--- src/cspc_pkg.sv ---
// Purpose: shared constants and types of the sensor power and conversion control bank
// Assumes: 10 MHz system clock, 16-bit registers, 10-bit register address
// Notes: all offsets, fields, defaults and timing figures live here
package cspc_pkg;

	// ----------------------------------------------------------------
	// timing
	// ----------------------------------------------------------------
	localparam int CLK_PERIOD_NS = 100;
	localparam int MS_NS = 1000000;
	localparam int MS_CYCLES = (MS_NS + CLK_PERIOD_NS - 1) / CLK_PERIOD_NS;
	localparam logic [9:0] FULL_POWER_INTERVAL_MS = 10'd36;
	localparam logic [9:0] LOW_POWER_STEP_MS = 10'd200;

	// ----------------------------------------------------------------
	// address map
	// ----------------------------------------------------------------
	localparam int ADDR_W = 10;
	localparam int DATA_W = 16;
	localparam logic [9:0] ADDR_CTRL = 10'h000;
	localparam logic [9:0] ADDR_CAL_EN = 10'h001;
	localparam logic [9:0] ADDR_AMB0 = 10'h002;
	localparam logic [9:0] BANK1_LAST = 10'h007;
	localparam logic [9:0] CFG_FIRST = 10'h080;
	localparam logic [9:0] CFG_LAST = 10'h0df;
	localparam logic [9:0] RES_FIRST = 10'h0e0;
	localparam logic [9:0] ADDR_MAX = 10'h3ff;
	localparam int BANK1_WORDS = 8;
	localparam int CFG_WORDS = 96;
	localparam int MAX_STAGES = 12;

	// ----------------------------------------------------------------
	// control register fields
	// ----------------------------------------------------------------
	localparam int F_MODE_LO = 0;
	localparam int F_DELAY_LO = 2;
	localparam int F_STAGES_LO = 4;
	localparam int F_DECIM_LO = 8;
	localparam int F_SOFT_RESET = 10;
	localparam int F_EXCITE_OFF = 12;
	localparam int F_BIAS_LO = 14;
	localparam logic [15:0] CTRL_WR_MASK = 16'hdbff;
	localparam logic [15:0] CTRL_RESET = 16'h0000;
	localparam logic [15:0] BANK1_RESET = 16'h0000;
	localparam logic [15:0] AMB0_RESET = 16'h0ff0;
	localparam logic [3:0] STAGE_CODE_MAX = 4'hb;

	typedef enum logic [1:0] {
		MODE_FULL = 2'b00,
		MODE_OFF_A = 2'b01,
		MODE_LOW = 2'b10,
		MODE_OFF_B = 2'b11
	} cspc_mode_type;

	typedef enum logic [1:0] {
		ST_IDLE = 2'b00,
		ST_ISSUE = 2'b01,
		ST_WAIT = 2'b10
	} cspc_state_type;

	// one conversion request towards the converter front end
	typedef struct packed {
		logic [3:0] stage;
		logic [8:0] decim;
		logic [1:0] bias;
		logic excite_off;
	} cspc_conv_type;

endpackage

--- src/cspc_config_bank.sv ---
// Purpose: power and conversion control register, banked register space, conversion sequencer
// Assumes: serial framing is done outside; this block sees address-load, write and read strobes
// Notes: result reads return zero until configuration loaded and one sequence has finished
// Function
// - Register space split into control, per-stage configuration and per-stage result banks.
// - Result bank updates automatically each conversion and stays host readable.
// - Configuration and results undefined until configuration bank has been written.
// - Mode field: 00 full power every 36 ms, 10 low power, others shutdown.
// - Low power wake interval 200, 400, 600 or 800 ms by code.
// - Stages per sequence equals field plus one, at most twelve.
// - Decimation 256, 128, or 64 for codes 10 and 11.
// - Soft reset bit restores all register defaults and clears itself.
// - Excitation bit zero drives sensor inputs, one disconnects them.
// - Bias field selects nominal, +20%, +35% or +50% converter bias.
// - Address pointer advances after each register written, no wrap at top.
`timescale 1ns/1ps
module cspc_config_bank #(
	parameter int MS_CYCLES = cspc_pkg::MS_CYCLES,
	parameter int STAGES = cspc_pkg::MAX_STAGES
) (
	input wire logic clk_sys, // system clock, 10 MHz
	input wire logic rst_n, // synchronous reset, active low
	input wire logic reg_addr_load, // load register pointer
	input wire logic [9:0] reg_addr, // pointer value to load
	input wire logic reg_wr, // write one 16-bit word at pointer
	input wire logic [15:0] reg_wdata, // write data
	input wire logic reg_rd, // read one word at pointer
	output logic [15:0] reg_rdata, // read data
	output logic reg_rvalid, // read data valid pulse
	output logic [9:0] reg_ptr, // current register pointer
	output logic conv_start, // start one stage conversion
	output cspc_pkg::cspc_conv_type conv_req, // settings of that conversion
	input wire logic conv_done, // stage conversion finished
	input wire logic [15:0] conv_result, // stage result
	output logic seq_done, // sequence completed pulse
	output logic excitation_en, // excitation source to sensor inputs
	output logic [1:0] converter_bias_trim, // bias current select
	output logic powered, // active mode is not shutdown
	output logic cfg_loaded, // configuration bank written
	output logic results_valid // result bank holds valid data
);
	// ----------------------------------------------------------------
	// storage
	// ----------------------------------------------------------------
	logic [15:0] bank1_q [0:cspc_pkg::BANK1_WORDS-1];
	logic [15:0] cfg_q [0:cspc_pkg::CFG_WORDS-1];
	logic [15:0] res_q [0:STAGES-1];
	logic [9:0] ptr_q;
	logic ptr_end_q;
	cspc_pkg::cspc_state_type state_q;
	logic [1:0] act_mode_q;
	logic [3:0] act_last_q;
	logic [8:0] act_decim_q;
	logic [3:0] stage_q;
	logic ms_tick;
	logic fire;

	function automatic logic [8:0] decim_of(input logic [1:0] code);
		decim_of = (code == 2'b00) ? 9'h100 : (code == 2'b01) ? 9'h080 : 9'h040;
	endfunction

	function automatic logic mode_on(input logic [1:0] mode);
		mode_on = (mode == cspc_pkg::MODE_FULL) || (mode == cspc_pkg::MODE_LOW);
	endfunction

	// ----------------------------------------------------------------
	// decode
	// ----------------------------------------------------------------
	wire logic [15:0] ctrl = bank1_q[0];
	wire logic [1:0] f_mode = ctrl[cspc_pkg::F_MODE_LO +: 2];
	wire logic [1:0] f_delay = ctrl[cspc_pkg::F_DELAY_LO +: 2];
	wire logic [3:0] f_stages = ctrl[cspc_pkg::F_STAGES_LO +: 4];
	wire logic [1:0] f_decim = ctrl[cspc_pkg::F_DECIM_LO +: 2];
	wire logic wr_ok = reg_wr && !reg_addr_load && !ptr_end_q;
	wire logic in_bank1 = (ptr_q <= cspc_pkg::BANK1_LAST);
	wire logic in_cfg = (ptr_q >= cspc_pkg::CFG_FIRST) && (ptr_q <= cspc_pkg::CFG_LAST);
	wire logic in_res = (ptr_q >= cspc_pkg::RES_FIRST) && (ptr_q < cspc_pkg::RES_FIRST + 10'(STAGES));
	wire logic [2:0] b1_idx = ptr_q[2:0];
	wire logic [6:0] cfg_idx = 7'(ptr_q - cspc_pkg::CFG_FIRST);
	wire logic [3:0] res_idx = 4'(ptr_q - cspc_pkg::RES_FIRST);
	wire logic soft_rst = wr_ok && (ptr_q == cspc_pkg::ADDR_CTRL) && reg_wdata[cspc_pkg::F_SOFT_RESET];
	wire logic clear = !rst_n || soft_rst;
	wire logic [3:0] stages_clamp = (f_stages > cspc_pkg::STAGE_CODE_MAX) ? cspc_pkg::STAGE_CODE_MAX : f_stages;
	wire logic [9:0] interval_ms = (f_mode == cspc_pkg::MODE_LOW) ?
		10'(cspc_pkg::LOW_POWER_STEP_MS * (10'(f_delay) + 10'd1)) : cspc_pkg::FULL_POWER_INTERVAL_MS;
	// a fire that lands mid-sequence is dropped, not queued
	wire logic start_seq = fire && (state_q == cspc_pkg::ST_IDLE) && cfg_loaded;
	wire logic stage_fin = (state_q == cspc_pkg::ST_WAIT) && conv_done;
	wire logic last_fin = stage_fin && (stage_q == act_last_q);
	wire logic [15:0] rd_word = in_bank1 ? bank1_q[b1_idx] :
		in_cfg ? cfg_q[cfg_idx] :
		(in_res && results_valid) ? res_q[res_idx] : 16'h0000;

	// ----------------------------------------------------------------
	// timebase
	// ----------------------------------------------------------------
	cspc_ms_tick #(
		.CYCLES(MS_CYCLES)
	) u_tick (
		.clk_sys(clk_sys),
		.rst_n(rst_n),
		.tick(ms_tick)
	);

	// full and low power share the count; only shutdown restarts the interval
	cspc_wake_timer u_wake (
		.clk_sys(clk_sys),
		.rst_n(rst_n),
		.run(mode_on(f_mode)),
		.tick(ms_tick),
		.interval_ms(interval_ms),
		.fire(fire)
	);

	// ----------------------------------------------------------------
	// register port
	// ----------------------------------------------------------------
	always_ff @(posedge clk_sys) begin
		if (!rst_n || reg_addr_load) begin
			ptr_q <= rst_n ? reg_addr : cspc_pkg::ADDR_CTRL;
			ptr_end_q <= 1'b0;
		end else if (reg_wr || reg_rd) begin
			if (ptr_q == cspc_pkg::ADDR_MAX) begin
				ptr_end_q <= reg_wr;
			end else begin
				ptr_q <= ptr_q + 10'd1;
			end
		end
	end

	always_ff @(posedge clk_sys) begin
		if (clear) begin
			for (int i = 0; i < cspc_pkg::BANK1_WORDS; i++) begin
				bank1_q[i] <= (i == 2) ? cspc_pkg::AMB0_RESET : cspc_pkg::BANK1_RESET;
			end
		end else if (wr_ok && in_bank1) begin
			bank1_q[b1_idx] <= (b1_idx == 3'd0) ? (reg_wdata & cspc_pkg::CTRL_WR_MASK) : reg_wdata;
		end
	end

	always_ff @(posedge clk_sys) begin
		if (wr_ok && in_cfg) begin
			cfg_q[cfg_idx] <= reg_wdata;
		end
	end

	always_ff @(posedge clk_sys) begin
		if (clear) begin
			cfg_loaded <= 1'b0;
		end else if (wr_ok && ptr_q == cspc_pkg::CFG_LAST) begin
			cfg_loaded <= 1'b1;
		end
	end

	always_ff @(posedge clk_sys) begin
		if (!rst_n) begin
			reg_rdata <= 16'h0000;
			reg_rvalid <= 1'b0;
		end else begin
			reg_rvalid <= reg_rd && !reg_addr_load;
			if (reg_rd && !reg_addr_load) begin
				reg_rdata <= rd_word;
			end
		end
	end

	// ----------------------------------------------------------------
	// conversion sequencer
	// ----------------------------------------------------------------
	// stage count and decimation latched only when idle; bias and excitation are taken live from ctrl at each stage issue
	always_ff @(posedge clk_sys) begin
		if (clear) begin
			state_q <= cspc_pkg::ST_IDLE;
			act_mode_q <= cspc_pkg::MODE_FULL;
			act_last_q <= 4'h0;
			act_decim_q <= 9'h100;
			stage_q <= 4'h0;
		end else begin
			case (state_q)
				cspc_pkg::ST_IDLE: begin
					act_mode_q <= f_mode;
					if (start_seq && mode_on(f_mode)) begin
						act_last_q <= stages_clamp;
						act_decim_q <= decim_of(f_decim);
						stage_q <= 4'h0;
						state_q <= cspc_pkg::ST_ISSUE;
					end
				end
				cspc_pkg::ST_ISSUE: begin
					state_q <= cspc_pkg::ST_WAIT;
				end
				cspc_pkg::ST_WAIT: begin
					if (last_fin) begin
						state_q <= cspc_pkg::ST_IDLE;
					end else if (stage_fin) begin
						stage_q <= stage_q + 4'h1;
						state_q <= cspc_pkg::ST_ISSUE;
					end
				end
				default: begin
					state_q <= cspc_pkg::ST_IDLE;
				end
			endcase
		end
	end

	always_ff @(posedge clk_sys) begin
		if (stage_fin && stage_q < 4'(STAGES)) begin
			res_q[stage_q] <= conv_result;
		end
	end

	always_ff @(posedge clk_sys) begin
		if (clear) begin
			conv_start <= 1'b0;
			conv_req <= '0;
			seq_done <= 1'b0;
			results_valid <= 1'b0;
		end else begin
			conv_start <= (state_q == cspc_pkg::ST_ISSUE);
			seq_done <= last_fin;
			if (last_fin) begin
				results_valid <= 1'b1;
			end
			if (state_q == cspc_pkg::ST_ISSUE) begin
				conv_req.stage <= stage_q;
				conv_req.decim <= act_decim_q;
				conv_req.bias <= ctrl[cspc_pkg::F_BIAS_LO +: 2];
				conv_req.excite_off <= ctrl[cspc_pkg::F_EXCITE_OFF];
			end
		end
	end

	assign excitation_en = !ctrl[cspc_pkg::F_EXCITE_OFF];
	assign converter_bias_trim = ctrl[cspc_pkg::F_BIAS_LO +: 2];
	assign powered = mode_on(act_mode_q) || (state_q != cspc_pkg::ST_IDLE);
	assign reg_ptr = ptr_q;

	// ----------------------------------------------------------------
	// checks
	// ----------------------------------------------------------------
	a_soft_reset_clears: assert property (@(posedge clk_sys) disable iff (!rst_n)
		soft_rst |=> (bank1_q[0] == cspc_pkg::CTRL_RESET) && !cfg_loaded)
		else $error("soft reset did not restore control defaults");
	a_soft_bit_low: assert property (@(posedge clk_sys) disable iff (!rst_n)
		!ctrl[cspc_pkg::F_SOFT_RESET])
		else $error("soft reset bit read back as one");
	a_ptr_advance: assert property (@(posedge clk_sys) disable iff (!rst_n)
		(reg_wr && !reg_addr_load && ptr_q != cspc_pkg::ADDR_MAX) |=> ptr_q == $past(ptr_q) + 10'd1)
		else $error("pointer did not advance after a write");
	a_ptr_no_wrap: assert property (@(posedge clk_sys) disable iff (!rst_n)
		(reg_wr && !reg_addr_load && ptr_q == cspc_pkg::ADDR_MAX) |=> ptr_q == cspc_pkg::ADDR_MAX && ptr_end_q)
		else $error("pointer wrapped past the top address");
	a_no_conv_shutdown: assert property (@(posedge clk_sys) disable iff (!rst_n)
		$rose(state_q == cspc_pkg::ST_ISSUE) && stage_q == 4'h0 |-> mode_on(act_mode_q) && cfg_loaded)
		else $error("sequence started in shutdown or before configuration");
	a_stage_bound: assert property (@(posedge clk_sys) disable iff (!rst_n)
		conv_start |-> conv_req.stage <= act_last_q && act_last_q <= cspc_pkg::STAGE_CODE_MAX)
		else $error("stage index beyond programmed count");
	a_settings_hold: assert property (@(posedge clk_sys) disable iff (!rst_n || soft_rst)
		(state_q != cspc_pkg::ST_IDLE) ##1 (state_q != cspc_pkg::ST_IDLE) |-> $stable(act_decim_q) && $stable(act_last_q))
		else $error("sequence settings changed mid-sequence");
	a_result_store: assert property (@(posedge clk_sys) disable iff (!rst_n)
		stage_fin |=> res_q[$past(stage_q)] == $past(conv_result))
		else $error("result bank not updated on conversion end");
	a_decim_map: assert property (@(posedge clk_sys) disable iff (!rst_n)
		start_seq && mode_on(f_mode) && f_decim[1] |=> ##1 conv_req.decim == 9'h040 && conv_start)
		else $error("decimation code not mapped to 64");
	a_excite_follow: assert property (@(posedge clk_sys) disable iff (!rst_n)
		excitation_en != ctrl[cspc_pkg::F_EXCITE_OFF])
		else $error("excitation output disagrees with control bit");
	a_ptr_load: assert property (@(posedge clk_sys) disable iff (!rst_n)
		reg_addr_load |=> ptr_q == $past(reg_addr))
		else $error("pointer not loaded from address input");
	a_rvalid_pulse: assert property (@(posedge clk_sys) disable iff (!rst_n)
		reg_rd && !reg_addr_load |=> reg_rvalid)
		else $error("read strobe gave no valid pulse");
	a_result_early: assert property (@(posedge clk_sys) disable iff (!rst_n)
		reg_rd && !reg_addr_load && in_res && !results_valid |=> reg_rdata == 16'h0000)
		else $error("result bank readable before valid");
	a_cfg_loaded: assert property (@(posedge clk_sys) disable iff (!rst_n)
		wr_ok && ptr_q == cspc_pkg::CFG_LAST |=> cfg_loaded)
		else $error("configuration load end not flagged");
	a_done_valid: assert property (@(posedge clk_sys) disable iff (!rst_n || soft_rst)
		last_fin |=> seq_done && results_valid)
		else $error("sequence end did not mark results valid");
	a_idle_when_off: assert property (@(posedge clk_sys) disable iff (!rst_n)
		state_q == cspc_pkg::ST_IDLE && !mode_on(f_mode) |=> state_q == cspc_pkg::ST_IDLE)
		else $error("sequence left idle in shutdown");
	a_req_bias: assert property (@(posedge clk_sys) disable iff (!rst_n)
		conv_start |-> conv_req.bias == $past(converter_bias_trim))
		else $error("conversion bias differs from control field");
	a_req_excite: assert property (@(posedge clk_sys) disable iff (!rst_n)
		conv_start |-> conv_req.excite_off == !$past(excitation_en))
		else $error("conversion excitation differs from control bit");
endmodule

--- src/cspc_ms_tick.sv ---
// Purpose: one-cycle enable every millisecond
// Assumes: single system clock
// Notes: period is a parameter so simulation can shorten it
`timescale 1ns/1ps
module cspc_ms_tick #(
	parameter int CYCLES = 10000
) (
	input wire logic clk_sys, // system clock
	input wire logic rst_n, // synchronous reset, active low
	output logic tick // one-cycle millisecond enable
);
	logic [31:0] cnt_q;

	always_ff @(posedge clk_sys) begin
		if (!rst_n) begin
			cnt_q <= 32'h0000_0000;
			tick <= 1'b0;
		end else begin
			tick <= (cnt_q == 32'(CYCLES - 1));
			cnt_q <= (cnt_q == 32'(CYCLES - 1)) ? 32'h0000_0000 : cnt_q + 32'h0000_0001;
		end
	end
endmodule

--- src/cspc_wake_timer.sv ---
// Purpose: counts millisecond enables and fires once per conversion interval
// Assumes: tick is a one-cycle enable
// Notes: holds at zero while not running, so leaving shutdown restarts the interval
`timescale 1ns/1ps
module cspc_wake_timer (
	input wire logic clk_sys, // system clock
	input wire logic rst_n, // synchronous reset, active low
	input wire logic run, // count while high
	input wire logic tick, // millisecond enable
	input wire logic [9:0] interval_ms, // interval length in ms
	output logic fire // one-cycle pulse at interval end
);
	logic [9:0] ms_q;
	wire logic at_end = (ms_q + 10'd1 >= interval_ms);

	always_ff @(posedge clk_sys) begin
		if (!rst_n || !run) begin
			ms_q <= 10'h000;
			fire <= 1'b0;
		end else begin
			fire <= tick && at_end;
			if (tick) begin
				ms_q <= at_end ? 10'h000 : ms_q + 10'd1;
			end
		end
	end
endmodule

--- config.mk ---
export PLATFORM = sky130hd
export DESIGN_NAME = cspc_config_bank
export DESIGN_NICKNAME = d
export VERILOG_FILES = /design/src/cspc_pkg.sv /design/src/cspc_config_bank.sv /design/src/cspc_ms_tick.sv /design/src/cspc_wake_timer.sv
export SDC_FILE = /design/constraint.sdc
export NUM_CORES = 2
export LEC_CHECK = 0
export BUFFER_PORTS_ARGS = -buffer_cell sky130_fd_sc_hd__buf_4
export CAP_MARGIN = 15
export CORE_MARGIN = 4
export CORE_UTILIZATION = 52
export CTS_CLUSTER_SIZE = 28
export DETAILED_ROUTE_END_ITERATION = 7
export PLACE_DENSITY = 0.68
export REMOVE_ABC_BUFFERS = 1
export SETUP_SLACK_MARGIN = 0.02
export SLEW_MARGIN = 20
export SYNTH_ARGS = -nofsm -noshare
export SYNTH_HDL_FRONTEND = slang
export SYNTH_SLANG_ARGS = --single-unit
export TNS_END_PERCENT = 50
--- constraint.sdc ---
create_clock -name clk_sys -period 3 [get_ports clk_sys]
set_input_delay 0.45 -clock clk_sys [delete_from_list [all_inputs] [get_ports clk_sys]]
set_output_delay 0.45 -clock clk_sys [all_outputs]
set_load 0.05 [all_outputs]
==> insert_results.sql <==
INSERT INTO impl_metrics (metric_group, metric, value, unit) VALUES
('timing', 'slew_headroom', '31.42', '%'),
('timing', 'final_setup_fails', '0', ''),
('detailed_routing', 'route.antenna.remaining_nets', '0', ''),
('cts', 'cts_max_level', '4', ''),
('global_route', 'grt_start_max_net_pins', '105', ''),
('setup_path', 'worstPathBufferInverterCount', '3', ''),
('setup_path', 'slowest_stage', 'sky130_fd_sc_hd__mux4_2', ''),
('setup_path', 'regToRegSetupSlack', '0.006', 'ns'),
('floorplan', 'die_h', '392.6', 'um'),
('setup_path', 'timing.critical_path.mode_cell', 'sky130_fd_sc_hd__buf_12', ''),
('global_route', 'grt.overflow.total', '0', ''),
('finish', 'final_cells', '6402', ''),
('power', 'ir_drop', '0.0004823', 'V'),
('logic_synthesis', 'synth_area_leaders', 'sky130_fd_sc_hd__edfxtp_1 73%, sky130_fd_sc_hd__mux4_2 12%, sky130_fd_sc_hd__dfxtp_1 2.5%', ''),
('timing', 'skew', '0.02431', 'ns'),
('run', 'max_cap_violations', '0', ''),
('timing', 'post-route-period-util', '99.81', '%'),
('detailed_routing', 'post_drt_wl_per_cell', '29.83', 'um'),
('floorplan', 'design.portCount', '99', ''),
('logic_synthesis', 'syn_inst', '3878', ''),
('hold_path', 'hold_class', 'input pin to flip-flop', ''),
('finish', 'layout.core_utilization', '60.50', '%'),
('floorplan', 'start_util', '52.58', '%'),
('status', 'outcome', 'completed', ''),
('logic_synthesis', 'post_synth_num_cell_types', '60', ''),
('timing', 'finalWorstSetupSlack', '0.005764', 'ns'),
('logic_synthesis', 'syn-cell-area', '0.07690', 'mm2'),
('cts', 'number_of_clock_sinks', '1963', ''),
('setup_path', 'start_to_end_type_of_the_worst_setup_path', 'flip-flop to flip-flop', ''),
('timing', 'tightest_slew', '1.029', 'ns'),
('setup_path', 'cp_cell_sequence', 'buf_4 -> buf_12 -> buf_12 -> mux4_2 -> o22ai_1 -> nor4_1 -> nor2_2 -> a21oi_1', ''),
('power', 'seq_power_share', '52.5', '%'),
('cts', 'max-clock-path-buffers', '3', ''),
('logic_synthesis', 'synthArstFlopShare', '0', '%'),
('setup_path', 'r2r-end', 'reg_rdata[12]', ''),
('timing', 'rsz_0062_raised_after_global_routing', 'yes', ''),
('global_route', 'grt_pass1_vias', '39940', ''),
('logic_synthesis', 'synth_most_common_cell', 'sky130_fd_sc_hd__edfxtp_1', ''),
('timing', 'timing.final.max_slew_violations', '0', ''),
('global_route', 'antenna_violations_before_repair', '5', ''),
('setup_path', 'worst_r2r_path_depth', '8', ''),
('cts', 'cts_made_buffers', '190', ''),
('timing', 'maxClockFrequency', '0.3340', 'GHz'),
('logic_synthesis', 'synth_top_flop_cell', 'sky130_fd_sc_hd__edfxtp_1', ''),
('floorplan', 'core_region_area', '0.1463', 'mm2'),
('setup_path', 'timing.critical_path.arrival', '3.65', 'ns'),
('power', 'internal-power', '44.96', 'mW'),
('setup_path', 'timing.critical_path.max_delay_family', 'buffers and inverters', ''),
('global_route', 'grt_usage', '25.04', '%'),
('finish', 'final_nets', '4389', ''),
('global_route', 'grt_pass1_wl', '277600', 'um'),
('detailed_routing', 'drc', '0', ''),
('cts', 'latest_clock_arrival_within_the_worst_skew_pair', '0.80', 'ns'),
('timing', 'hold_slack_final', '0.08275', 'ns'),
('logic_synthesis', 'synth_top_cell_area_share', '72.86', '%'),
('setup_path', 'worstSetupPathDepth', '8', ''),
('logic_synthesis', 'synth_commonest_cells', '1866 x sky130_fd_sc_hd__edfxtp_1, 417 x sky130_fd_sc_hd__mux4_2, 208 x sky130_fd_sc_hd__nor2_1', ''),
('finish', 'drive_gt1_share', '26.62', '%'),
('floorplan', 'floorplan.die_area', '0.1541', 'mm2'),
('power', 'switching_power', '12.54', 'mW'),
('setup_path', 'crit_required', '3.66', 'ns'),
('detailed_routing', 'drtIter0Drc', '4730', ''),
('power', 'power.density', '649.8', 'mW/mm2'),
('place', 'dp_hpwl', '118500', 'um'),
('place', 'dpl.cell_count', '6026', ''),
('logic_synthesis', 'synth_largest_area_cell', 'sky130_fd_sc_hd__edfxtp_1', ''),
('setup_path', 'launching_element_type_of_the_critical_path', 'flip-flop', ''),
('power', 'power.clock.fraction', '39.7', '%'),
('cts', 'clk_pin_slew', '0.06', 'ns'),
('logic_synthesis', 'synth_edf_count', '1866', ''),
('floorplan', 'rows', '140', '');
## layout by cell type, fill, tap and decap left out, drive strengths merged, types with 31 or more instances in the layout
cell type and count:
nor2 208, mux4 417, buf 455, clkinv 69, clkbuf 268, and2 58
xnor2 31, a21oi 35, o21ai 93, nand2 104, dfxtp 97, edfxtp 1866
and3 92, mux2i 175, nor3 33, a221oi 73, o22ai 80
## routing by layer
metal	wire [um]	global-route usage, %	share of wire, %
met1	74540	35.46	39
met2	91460	39.34	48
met3	18650	5.286	9.8
met4	6301	8.389	3.3
met5	9	0	0.0047
## logic make-up (layout without fill, tap and decap cells)
logic type / count (synthesis) / count (layout) / share of synthesized area, %
AOI/OAI and AO/OA: 359 / 359 / 3.187
xor gates and xnor gates: 54 / 54 / 0.6150
adders and majority gates: 20 / 20 / 0.3254
buffers and inverters: 252 / 851 / 1.656
DFF: 1963 / 1963 / 75.39
muxes: 617 / 617 / 14.86
other: 1 / 9 / 0.004876
and+or+nand+nor: 612 / 612 / 3.967
## area by class of cell
cell class	count	area [um2]
repair buffers	475	4324
inverters	23	88.84
clock inverters	85	665.6
clock buffers	268	5279
flip-flops and latches	1963	57990
multi-input cells	1668	17740
fillers	10240	57770
diodes	3	7.507
well taps	1917	2399
## worst min-delay path by stage
stage / startpoint / end / depth (start not counted)
5_1_grt: reg_addr[9] / reg_ptr[9] / 4
3_3_place_gp: u_tick.cnt_q[0] / u_tick.cnt_q[0] / 1
4_1_cts: reg_addr[9] / reg_ptr[9] / 4
2_1_floorplan: u_tick.cnt_q[0] / u_tick.cnt_q[0] / 1
3_5_place_dp: conv_req[11] / conv_req[11] / 2
6_report: reg_addr[8] / reg_ptr[8] / 4
## power by group through the flow
stage | sequential, mW | clock [mW] | combinational (mW)
6_report | 30.2 | 22.9 | 4.48
5_1_grt | 30.2 | 24.4 | 4.71
4_1_cts | 30.2 | 23.2 | 4.47
3_5_place_dp | 30.8 | 0 | 4.43
3_3_place_gp | 30.8 | 0 | 4.38
2_1_floorplan | 31.2 | 0 | 3.01
## sequential cells by signal, summed over array words and instances, names as in the netlist, named ones only
| signal | flops |
|---|---|
| act_decim_q | 3 |
| u_tick.cnt_q | 32 |
| ptr_end_q | 1 |
| act_last_q | 4 |
| state_q | 2 |
| reg_rvalid | 1 |
| u_wake.fire | 1 |
| cfg_loaded | 1 |
| conv_req | 10 |
| stage_q | 4 |
| bank1_q | 128 |
| u_wake.ms_q | 10 |
| reg_rdata | 16 |
| res_q | 192 |
| results_valid | 1 |
| act_mode_q | 1 |
| cfg_q | 1536 |
| reg_ptr | 10 |
| seq_done | 1 |
| conv_start | 1 |
| u_tick.tick | 1 |
## repair_timing
item	CTS	global route
hold buffers	20	0
pin swaps	0	1
setup buffers	0	0
resized for setup	3	5
hold endpoints to repair	195	0
endpoints found under the setup margin	2	5
## worst reg2reg max path: stages (launching register included)
cell,delay (ns)
sky130_fd_sc_hd__dfxtp_4,0.49
sky130_fd_sc_hd__buf_4,0.27
sky130_fd_sc_hd__buf_12,0.25
sky130_fd_sc_hd__buf_12,0.27
sky130_fd_sc_hd__mux4_2,0.57
sky130_fd_sc_hd__o22ai_1,0.31
sky130_fd_sc_hd__nor4_1,0.17
sky130_fd_sc_hd__nor2_2,0.40
sky130_fd_sc_hd__a21oi_1,0.13
No activity file was read; power rests on OpenSTA's default activity.
